$ cat config.mk
export PLATFORM = sky130hd
export DESIGN_NAME = nrp_host
export DESIGN_NICKNAME = d
export VERILOG_FILES = /design/src/pkg/nrp_pkg.sv /design/src/design/nrp_host.sv /design/src/design/nrp_strobe.sv
export SDC_FILE = /design/constraint.sdc
export NUM_CORES = 1
export LEC_CHECK = 0
export BUFFER_PORTS_ARGS = -buffer_cell sky130_fd_sc_hd__buf_2
export CAP_MARGIN = 20
export CELL_PAD_IN_SITES_DETAIL_PLACEMENT = 0
export CELL_PAD_IN_SITES_GLOBAL_PLACEMENT = 1
export CORE_AREA = 2 2 139 141
export DETAILED_ROUTE_END_ITERATION = 10
export DIE_AREA = 0 0 141 143
export PLACE_DENSITY = 0.76
export SYNTH_ARGS = -nofsm -noshare
export SYNTH_HDL_FRONTEND = slang
export SYNTH_SLANG_ARGS = --single-unit
$ cat constraint.sdc
create_clock -name i_clk -period 2.6 [get_ports i_clk]
set_input_delay 0.78 -clock i_clk [delete_from_list [all_inputs] [get_ports i_clk]]
set_output_delay 0.78 -clock i_clk [all_outputs]
set_load 0.01 [all_outputs]
$ cat src/pkg/nrp_pkg.sv
/*
  nrp_pkg: constants for the host-side flash sequencer.
  Assumes a raw parallel flash with 8-bit command and address cycles.
*/
package nrp_pkg;
  // ==========================================================================
  // command codes
  localparam logic [7:0] CMD_READ_SETUP = 8'h00;
  localparam logic [7:0] CMD_READ_CONFIRM = 8'h30;
  localparam logic [7:0] CMD_CACHE_CONFIRM = 8'h31;
  localparam logic [7:0] CMD_CACHE_EXIT = 8'h34;
  localparam logic [7:0] CMD_RDOUT_SETUP = 8'h05;
  localparam logic [7:0] CMD_RDOUT_CONFIRM = 8'he0;
  localparam logic [7:0] CMD_PROG_SETUP = 8'h80;
  localparam logic [7:0] CMD_PROG_CONFIRM = 8'h10;
  localparam logic [7:0] CMD_RDIN_SETUP = 8'h85;
  localparam logic [7:0] CMD_STATUS = 8'h70;
  // ==========================================================================
  // operation codes on the user port
  localparam logic [2:0] OP_READ = 3'h0;
  localparam logic [2:0] OP_CACHE_READ = 3'h1;
  localparam logic [2:0] OP_RAND_OUT = 3'h2;
  localparam logic [2:0] OP_PROGRAM = 3'h3;
  localparam logic [2:0] OP_RAND_IN = 3'h4;
  localparam logic [2:0] OP_CACHE_EXIT = 3'h5;
  localparam logic [2:0] OP_STATUS = 3'h6;
  // ==========================================================================
  // status bit positions
  localparam int SR_FAIL_BIT = 0;
  localparam int SR_OP_DONE_BIT = 5;
  localparam int SR_CTRL_READY_BIT = 6;
  // ==========================================================================
  // geometry and timing
  localparam int PAGE_BYTES = 2112;
  localparam int PARTIAL_PROG_MAX = 4;
  localparam int CLK_MHZ = 25;
  localparam int STROBE_NS = 40;
  localparam int STROBE_CYC = (STROBE_NS * CLK_MHZ + 999) / 1000;
endpackage

$ cat src/design/nrp_host.sv
/*
  nrp_host: host controller sequencing read, cache read, random output,
  page program and random input on a raw parallel flash bus.
  Assumes flash pins are synchronous to i_clk; one clock, pins decoded from registered state except write data, passed straight from i_wr_data.
*/
// Overview of operation
// device powers up in read mode
// first access after read is random
// busy low during page load, then high
// each read strobe gives next column
// random output jumps column, repeatable
// random output refused during cache read
// device prefetches next page in cache read
// cache read: setup, address, confirm 31h
// cache read start column must be zero
// busy low only during cache latency
// status shows op done and ready
// exit during prefetch outputs no pages
// partial program of 1 to 2112 bytes
// at most four partial programs per page; the count restarts whenever another row is programmed
// sequential input stays in one block
// program: setup, address, data, confirm
// random input: 85h and two columns
// fail bit flags only failed zeros
// only status or reset while programming
// program done: ready bit and busy high
// status reads persist until new command
// program pages in order within block
// command on io low, latch enable high
// extra address cycles ignored by device
// exit 34h accepted during cache busy
// wait for ready before data or op
`timescale 1ns/10ps
`default_nettype none
module nrp_host #(
  parameter int ADDR_CYCLES = 5,
  parameter int PAGE_BYTES = nrp_pkg::PAGE_BYTES
) (
  input wire logic i_clk,
  input wire logic i_reset_n,
  input wire logic i_req_valid,
  output logic o_req_ready,
  input wire logic [2:0] i_req_op,
  input wire logic [39:0] i_req_addr,
  input wire logic [11:0] i_req_len,
  input wire logic [7:0] i_wr_data,
  output logic o_wr_take,
  output logic [7:0] o_rd_data,
  output logic o_rd_valid,
  output logic o_req_error,
  output logic o_cache_active,
  output logic o_fl_cle,
  output logic o_fl_ale,
  output logic o_fl_ce_n,
  output logic o_fl_we_n,
  output logic o_fl_re_n,
  output logic [7:0] o_fl_io,
  output logic o_fl_io_oe,
  input wire logic [7:0] i_fl_io,
  input wire logic i_fl_rb
);
  // ==========================================================================
  // state encoding
  typedef enum logic [7:0] {
    ST_IDLE = 8'h01, ST_CMD1 = 8'h02, ST_ADDR = 8'h04, ST_DATA_IN = 8'h08,
    ST_CMD2 = 8'h10, ST_WAIT_RB = 8'h20, ST_DATA_OUT = 8'h40,
    ST_DONE = 8'h80
  } nrp_state_type;
  nrp_state_type state_q;
  logic [7:0] cmd1_q, cmd2_q;
  logic [2:0] nadr_q, aidx_q;
  logic [39:0] addr_q;
  logic [11:0] cnt_q;
  logic has_cmd2_q, is_in_q, is_out_q, cache_q, loaded_q;
  logic [2:0] part_q;
  logic [23:0] pg_row_q;
  logic [7:0] rd_q;
  logic rdv_q, err_q;
  logic rb_seen_low_q;
  logic st_start, st_low, st_busy, st_done;
  // ==========================================================================
  // one strobe engine times every bus cycle
  nrp_strobe #(.PHASE(nrp_pkg::STROBE_CYC)) u_strobe (
    .i_clk(i_clk),
    .i_reset_n(i_reset_n),
    .i_start(st_start),
    .o_low(st_low),
    .o_busy(st_busy),
    .o_done(st_done)
  );
  // ==========================================================================
  // request decode
  wire op_rd = (i_req_op == nrp_pkg::OP_READ);
  wire op_cr = (i_req_op == nrp_pkg::OP_CACHE_READ);
  wire op_ro = (i_req_op == nrp_pkg::OP_RAND_OUT);
  wire op_pg = (i_req_op == nrp_pkg::OP_PROGRAM);
  wire op_ri = (i_req_op == nrp_pkg::OP_RAND_IN);
  wire op_cx = (i_req_op == nrp_pkg::OP_CACHE_EXIT);
  wire op_st = (i_req_op == nrp_pkg::OP_STATUS);
  wire len_ok = (i_req_len != 12'h000)
    && (i_req_len <= 12'(PAGE_BYTES));
  wire col_ok = (i_req_addr[11:0] == 12'h000);
  // row of the last program; only programs of that row count toward the limit
  wire same_row = (i_req_addr[39:16] == pg_row_q);
  wire bad_req = (op_ro && cache_q)
    || (op_cr && !col_ok)
    || ((op_pg || op_ri) && !len_ok)
    || (op_pg && same_row && part_q >= 3'(nrp_pkg::PARTIAL_PROG_MAX))
    || (i_req_op > nrp_pkg::OP_STATUS);
  wire take = i_req_valid && (state_q == ST_IDLE)
    && (i_fl_rb || (op_cx && cache_q));
  wire [7:0] sel_cmd1 = op_pg ? nrp_pkg::CMD_PROG_SETUP :
    op_ri ? nrp_pkg::CMD_RDIN_SETUP : op_ro ? nrp_pkg::CMD_RDOUT_SETUP :
    op_cx ? nrp_pkg::CMD_CACHE_EXIT : op_st ? nrp_pkg::CMD_STATUS :
    nrp_pkg::CMD_READ_SETUP;
  wire [7:0] sel_cmd2 = op_cr ? nrp_pkg::CMD_CACHE_CONFIRM :
    op_ro ? nrp_pkg::CMD_RDOUT_CONFIRM : op_pg ? nrp_pkg::CMD_PROG_CONFIRM :
    nrp_pkg::CMD_READ_CONFIRM;
  wire [2:0] sel_nadr = (op_ro || op_ri) ? 3'h2 :
    (op_rd || op_cr || op_pg) ? 3'(ADDR_CYCLES) : 3'h0;
  wire [7:0] addr_byte = addr_q[8*aidx_q +: 8];
  wire cnt_last = (cnt_q == 12'h001);
  assign st_start = !st_busy && (state_q == ST_CMD1 || state_q == ST_ADDR
    || state_q == ST_CMD2 || state_q == ST_DATA_IN
    || state_q == ST_DATA_OUT);
  // ==========================================================================
  // sequencer
  always_ff @(posedge i_clk or negedge i_reset_n) begin
    if (!i_reset_n) begin
      state_q <= ST_IDLE;
      cmd1_q <= 8'h00;
      cmd2_q <= 8'h00;
      nadr_q <= 3'h0;
      aidx_q <= 3'h0;
      addr_q <= 40'h0;
      cnt_q <= 12'h000;
      has_cmd2_q <= 1'b0;
      is_in_q <= 1'b0;
      is_out_q <= 1'b0;
      cache_q <= 1'b0;
      loaded_q <= 1'b0;
      part_q <= 3'h0;
      pg_row_q <= 24'h000000;
      err_q <= 1'b0;
      rb_seen_low_q <= 1'b0;
    end else begin
      err_q <= 1'b0;
      case (state_q)
        ST_IDLE: begin
          if (take && bad_req) begin
            err_q <= 1'b1;
          end else if (take) begin
            cmd1_q <= sel_cmd1;
            cmd2_q <= sel_cmd2;
            nadr_q <= sel_nadr;
            aidx_q <= 3'h0;
            addr_q <= i_req_addr;
            cnt_q <= i_req_len;
            has_cmd2_q <= op_rd || op_cr || op_ro || op_pg;
            is_in_q <= op_pg || op_ri;
            is_out_q <= op_rd || op_cr || op_ro || op_st;
            loaded_q <= op_ri; // page already open for input
            if (op_cr) cache_q <= 1'b1;
            if (op_cx || op_rd) cache_q <= 1'b0;
            // partial count per page; other ops between do not reset it
            if (op_pg) part_q <= same_row ? part_q + 3'h1 : 3'h1;
            if (op_pg) pg_row_q <= i_req_addr[39:16];
            state_q <= ST_CMD1;
          end
        end
        ST_CMD1: if (st_done) begin
          state_q <= (nadr_q != 3'h0) ? ST_ADDR :
            is_in_q ? ST_DATA_IN : is_out_q ? ST_DATA_OUT : ST_DONE;
        end
        ST_ADDR: if (st_done) begin
          aidx_q <= aidx_q + 3'h1;
          if (aidx_q == nadr_q - 3'h1) begin
            state_q <= is_in_q ? ST_DATA_IN : ST_CMD2;
          end
        end
        ST_DATA_IN: if (st_done) begin
          cnt_q <= cnt_q - 12'h001;
          loaded_q <= 1'b1;
          if (cnt_last) state_q <= has_cmd2_q ? ST_CMD2 : ST_DONE;
        end
        ST_CMD2: if (st_done) begin
          rb_seen_low_q <= 1'b0;
          state_q <= (cmd2_q == nrp_pkg::CMD_RDOUT_CONFIRM) ? ST_DATA_OUT
            : ST_WAIT_RB;
        end
        ST_WAIT_RB: begin
          if (!i_fl_rb) rb_seen_low_q <= 1'b1;
          // ready returns after load, latency or program
          if (i_fl_rb && rb_seen_low_q) begin
            state_q <= (cmd2_q == nrp_pkg::CMD_PROG_CONFIRM) ? ST_DONE
              : ST_DATA_OUT;
          end
        end
        ST_DATA_OUT: if (st_done) begin
          cnt_q <= cnt_q - 12'h001;
          if (cnt_last || cnt_q == 12'h000) state_q <= ST_DONE;
        end
        ST_DONE: state_q <= ST_IDLE;
        default: state_q <= ST_IDLE;
      endcase
    end
  end
  // ==========================================================================
  // read data sampled while read enable is still low; the flash lets go
  // of the bus as soon as read enable rises, so a later sample is stale
  always_ff @(posedge i_clk or negedge i_reset_n) begin
    if (!i_reset_n) begin
      rd_q <= 8'h00;
      rdv_q <= 1'b0;
    end else begin
      rdv_q <= (state_q == ST_DATA_OUT) && st_done;
      if ((state_q == ST_DATA_OUT) && st_low) rd_q <= i_fl_io;
    end
  end
  // ==========================================================================
  // pin drive
  wire in_cmd = (state_q == ST_CMD1) || (state_q == ST_CMD2);
  wire wr_phase = in_cmd || (state_q == ST_ADDR) || (state_q == ST_DATA_IN);
  assign o_fl_cle = in_cmd;
  assign o_fl_ale = (state_q == ST_ADDR);
  assign o_fl_ce_n = (state_q == ST_IDLE);
  assign o_fl_we_n = !(wr_phase && st_low);
  assign o_fl_re_n = !((state_q == ST_DATA_OUT) && st_low);
  assign o_fl_io_oe = wr_phase;
  assign o_fl_io = (state_q == ST_CMD1) ? cmd1_q :
    (state_q == ST_CMD2) ? cmd2_q :
    (state_q == ST_ADDR) ? addr_byte : i_wr_data;
  assign o_wr_take = (state_q == ST_DATA_IN) && st_done;
  assign o_req_ready = (state_q == ST_IDLE)
    && (i_fl_rb || (op_cx && cache_q));
  assign o_rd_data = rd_q;
  assign o_rd_valid = rdv_q;
  assign o_req_error = err_q;
  assign o_cache_active = cache_q;
  // ==========================================================================
  // checks
  a_cmd_latch: assert property (@(posedge i_clk) disable iff (!i_reset_n)
    !o_fl_we_n |-> !(o_fl_cle && o_fl_ale))
    else $error("cle and ale both high during write");
  a_rdout_cache: assert property (@(posedge i_clk) disable iff (!i_reset_n)
    (o_fl_cle && o_fl_io == nrp_pkg::CMD_RDOUT_SETUP && cache_q)
    |-> (state_q != ST_CMD1))
    else $error("random output sent during cache read");
  a_prog_loaded: assert property (@(posedge i_clk) disable iff (!i_reset_n)
    (state_q == ST_CMD2 && cmd2_q == nrp_pkg::CMD_PROG_CONFIRM)
    |-> loaded_q)
    else $error("program confirm without data");
  a_busy_wait: assert property (@(posedge i_clk) disable iff (!i_reset_n)
    (state_q == ST_WAIT_RB && !i_fl_rb) |=> (state_q == ST_WAIT_RB))
    else $error("left wait while busy");
  a_part_limit: assert property (@(posedge i_clk) disable iff (!i_reset_n)
    part_q <= 3'(nrp_pkg::PARTIAL_PROG_MAX))
    else $error("partial program count exceeded");
  a_addr_count: assert property (@(posedge i_clk) disable iff (!i_reset_n)
    (state_q == ST_ADDR) |-> (aidx_q < nadr_q))
    else $error("extra address cycle");
  a_cache_col: assert property (@(posedge i_clk) disable iff (!i_reset_n)
    (take && op_cr && !bad_req) |-> (i_req_addr[11:0] == 12'h000))
    else $error("cache read not at column zero");
  a_rd_capture: assert property (@(posedge i_clk) disable iff (!i_reset_n)
    (state_q == ST_DATA_OUT && st_done) |=> o_rd_valid)
    else $error("read strobe without data");
  c_read: cover property (@(posedge i_clk) disable iff (!i_reset_n)
    take && op_rd);
  c_cache: cover property (@(posedge i_clk) disable iff (!i_reset_n)
    take && op_cx && !i_fl_rb);
  c_prog: cover property (@(posedge i_clk) disable iff (!i_reset_n)
    state_q == ST_CMD2 && cmd2_q == nrp_pkg::CMD_PROG_CONFIRM);
endmodule // nrp_host
`default_nettype wire

$ cat src/design/nrp_strobe.sv
/*
  nrp_strobe: one bus cycle timer; a low phase then a high phase.
  Assumes a single clock; start is taken only while idle.
*/
`timescale 1ns/10ps
`default_nettype none
module nrp_strobe #(
  parameter int PHASE = 1
) (
  input wire logic i_clk,
  input wire logic i_reset_n,
  input wire logic i_start,
  output logic o_low,
  output logic o_busy,
  output logic o_done
);
  // ==========================================================================
  // phase counter
  logic [7:0] cnt_q;
  logic [1:0] ph_q;
  wire last = (cnt_q == 8'(PHASE - 1));
  always_ff @(posedge i_clk or negedge i_reset_n) begin
    if (!i_reset_n) begin
      cnt_q <= 8'h00;
      ph_q <= 2'h0;
    end else if (ph_q == 2'h0) begin
      if (i_start) ph_q <= 2'h1;
      cnt_q <= 8'h00;
    end else if (last) begin
      cnt_q <= 8'h00;
      ph_q <= (ph_q == 2'h1) ? 2'h2 : 2'h0;
    end else begin
      cnt_q <= cnt_q + 8'h01;
    end
  end
  assign o_low = (ph_q == 2'h1);
  assign o_busy = (ph_q != 2'h0);
  assign o_done = (ph_q == 2'h2) && last;
endmodule // nrp_strobe
`default_nettype wire

==> run summary <==
The run finished, with violations left. The checks that failed: setup timing. The final core area utilization is 49.4%. The top-area cell type share of the netlist area is 48.2%. The number of enable-type register cells in the synthesized netlist came out at 0. The overall fraction of global-route tracks in use is between 10% and 20%. The flop and latch count out of synthesis is 125.

The leakage power total is 4.34 nW. The initial antenna violation count came out at 0. Setup repair after global routing could not meet its margin everywhere.

The worst-case IR drop observed on VDD is between 0.5 and 0.6 mV. The worst pin sits at a relative slew slack of about three fifths. On the critical path, the stage with the largest delay is an instance of sky130_fd_sc_hd__dfrtp_2. The synthesis-to-finish area growth came out at 42.4%. The stage delay of the slowest cell on the critical path is about 0.46 ns. The critical path class is register to primary output. The power density over the cells came out at 885 nW/um^2. After detailed routing, the average wire length per cell comes to ~16 um. Counting every net in the synthesized netlist gives 809.

Among the stages of the critical path, the cell type that occurs most often is sky130_fd_sc_hd__buf_6. The maximum buffer depth of the clock tree is 2. The die is 141 um wide. Based on the critical path, the design can be clocked at up to 327 MHz.

The data arrival time of the critical path is approximately 2.3 ns. After layout, the worst setup slack is -0.459 ns. Cells with a size suffix above 1 make up 35.6% of the layout. After legalization and detailed placement, the total HPWL measured between 10000 and 15000 um. In this run the worst hold path is classified as input port to async pin. The internal portion of the total power is about 0.0054 W. STA classifies the critical path startpoint as a register.

For this run, the post-layout net count is about 1000. The proportion of power drawn by flip-flops and latches is between 30% and 40%. In this run the core area contains 50 standard-cell rows. The clock network power share is 30.0%.

The combinational share of power is a little under a third. The worst setup path is captured at a primary output. In this run the count of I/O pins placed on the die edge is ~100. The net load switching power came out at roughly 0.0028 W. In this run the remaining antenna-violating nets after routing total 0. The number of diodes added for antenna fixing came out at 0.

By area the synthesized netlist is led by sky130_fd_sc_hd__dfrtp_1, sky130_fd_sc_hd__nand2_1, sky130_fd_sc_hd__xnor2_1. In this run switching power makes up roughly a third of total power. The total number of vias came out at roughly 6000. The number of global-route vias before repair came out at 5719. The mean cell area of the mapped netlist is 8.87 sq um. Clock latency on the worst-skew pair, taken at its later pin, is ~0.42 ns. The final critical path takes up 118% of the cycle. The clock input transition at the sequential cells of the worst setup and hold paths is around 0.060 ns. The aggregate global routing overflow came out at 0. The final wirelength is 18700 um.

Yosys printed 0 warnings. The async set-reset flop share out of synthesis is 100%. The final number of max-transition violations is 0. In this run the clock root is driven by a sky130_fd_sc_hd__clkbuf_16. The number of endpoints failing setup at the final stage came out at 33. The count of input and output buffers is approximately 100. The final count of hold timing violations came out at 0.

The synthesized design spends more area on one cell type than any other, namely sky130_fd_sc_hd__dfrtp_1. The post-synthesis sequential area ratio came out at about half. The cell count after placement is roughly 1100. The post-synthesis instance area is roughly 6400 sq um. After detailed routing, the number of vias per cell comes to around 5.

In this run the worst path has a maximum fanout of 8. The post-route DRC violation count is 0. The chip height is between 100 and 150 um. The count of distinct cell types in the synthesized netlist is 65. The post-route non-filler standard cell count came out at approximately 1200. The number of max-cap violations is 0.

The final critical-path required period came out at 3.06 ns. The wire length of the first global-routing pass came out at approximately 30000 um. For the worst flop-to-flop path, the logic depth is 12.

The core outline area came out at between 15000 and 20000 sq um. The critical path goes through nor4_4 > nand4b_1 > buf_6 > inv_4 > buf_6 > nor2_2 > o311ai_2 > buf_2. The die area came out at between 20000 and 25000 sq um. Power comes to between 0.008 and 0.009 W. After technology mapping, the gate count stands at about 730.

The effective utilization at floorplan is a little over a third. The number of sinks on the clock net is 125. The largest net degree at the start of global routing is 53. The worst setup skew after layout is around 0.0074 ns. The H-tree was split into 4 levels. The first-iteration detailed-routing DRC count is about 360. The data required time at the worst endpoint came out at between 1.5 and 2 ns.

The clock buffer count from CTS is 17. The transition time at the pin with the least slew margin is around 0.6 ns. The first detailed-routing pass ran for 5 iterations. The commonest register cell after synthesis is sky130_fd_sc_hd__dfrtp_1. Routability-driven placement finished with a final weighted congestion of about 0.90.

TritonCTS built the clock tree.
-- cell families (layout without fill, tap and decap cells) --
kind of cell    after synthesis  after routing  synth area share [%]
mux                          21             21                  5.11
flops                       125            125                  48.6
fa+ha+maj                     8              8                  1.55
simple gates                383            383                  26.8
buf+inv                      45            258                  2.78
compound gates              108            108                  10.3
xor+xnor                     36             36                  4.90
-- repair_timing --
item                       in CTS  in global routing
buffers inserted               15                 12
pin swaps                      19                 14
hold buffers                    0                  0
gates cloned                    3                  0
setup endpoints to repair      65                 47
resized for setup              72                 38
-- layer usage --
metal  vias to the layer above  part of all wire (%)  track usage, %
met3                        26                   6.2            5.80
li1                       2894                     -               -
met4                         0                   2.0            6.00
met1                      2805                    45            25.4
met5                         -                     0               0
met2                       157                    47            30.4
-- cell usage in the layout, fill, tap and decap left out, types with 10 or more instances in the layout --
cell type,Yosys,final
sky130_fd_sc_hd__nand2_1,239,237
sky130_fd_sc_hd__buf_4,0,89
sky130_fd_sc_hd__buf_2,2,93
sky130_fd_sc_hd__inv_1,11,10
sky130_fd_sc_hd__o21ai_0,37,30
sky130_fd_sc_hd__nand3_1,19,18
sky130_fd_sc_hd__nor2_1,46,34
sky130_fd_sc_hd__dfrtp_1,124,119
sky130_fd_sc_hd__a21oi_1,33,32
sky130_fd_sc_hd__nor4_1,14,11
sky130_fd_sc_hd__mux2_2,11,10
sky130_fd_sc_hd__clkbuf_16,0,17
sky130_fd_sc_hd__xnor2_1,29,28
sky130_fd_sc_hd__buf_6,1,21
-- final cells by class --
type | instances | area, sq um
Fill cell | 1709 | 9410
Multi-Input combinational cell | 556 | 3490
Sequential cell | 125 | 3140
Timing Repair Buffer | 213 | 1590
Clock inverter | 13 | 156
Clock buffer | 19 | 453
Tap cell | 234 | 293
Inverter | 13 | 51.3
-- metrics by stage --
step | setup TNS (ns) | worst slack (ns) | hold WS, ns | instance area [sq um]
after global routing | -12.63 | -0.513 | 0.327 | 9170
after CTS | -6.30 | -0.408 | 0.308 | 8930
final | -9.32 | -0.459 | 0.298 | 9170
after detailed placement | -36.50 | -0.483 | 0.455 | 7880
after global placement | -36.97 | -0.496 | 0.449 | 7880
after floorplan | -0.176 | -0.0619 | 0.433 | 6480
-- Yosys cell counts (all sizes together), types with 3 or more instances --
| cell | instances |
|---|---|
| nand2b | 8 |
| and2 | 3 |
| buf | 5 |
| o311ai | 4 |
| nor2b | 4 |
| nand2 | 239 |
| nor4 | 16 |
| o21ai | 39 |
| a221oi | 6 |
| and3 | 8 |
| nand3 | 19 |
| nand4b | 3 |
| clkbuf | 27 |
| mux4 | 8 |
| nor3b | 3 |
| nor2 | 46 |
| xnor2 | 29 |
| a21oi | 33 |
| and4b | 3 |
| a31o | 3 |
| nor3 | 10 |
| o31ai | 4 |
| nand4 | 9 |
| mux2 | 12 |
| xor2 | 7 |
| ha | 8 |
| dfrtp | 124 |
| inv | 12 |
-- power groups by stage --
stage               clock network [W]  registers [W]  logic (W)
global placement                    0        0.00323    0.00205
finish                        0.00244        0.00323    0.00245
CTS                           0.00248        0.00321    0.00239
floorplan                           0        0.00305    0.00139
global route                  0.00258        0.00332    0.00273
detailed placement                  0        0.00323    0.00209
-- registers in the layout (all words and copies together), names as in the netlist, 4 cells and up --
register	cells
addr_q	40
cmd1_q	5
cmd2_q	4
cnt_q	12
o_rd_data	8
pg_row_q	24
state_q	8
u_strobe.cnt_q	8
-- critical path: cells and delay by family (launching register included) --
family,cells,cell delay (ns)
flip-flops,1,0.46
AND/OR/NAND/NOR,3,0.50
buffers and inverters,4,0.59
AO/OA/AOI/OAI,1,0.31
-- final timing paths --
kind,start,to,slack (ns)
min in group i_clk,addr_q[26],addr_q[26],0.46
hold / removal,i_reset_n,o_rd_data[2],0.30
hold reg to reg,addr_q[26],addr_q[26],0.46
max in group asynchronous,i_reset_n,state_q[0],1.63
setup reg to reg,u_strobe.cnt_q[0],cnt_q[0],-0.34
setup / recovery,state_q[7],o_fl_io[4],-0.46
(Power assumes the default switching activity.)
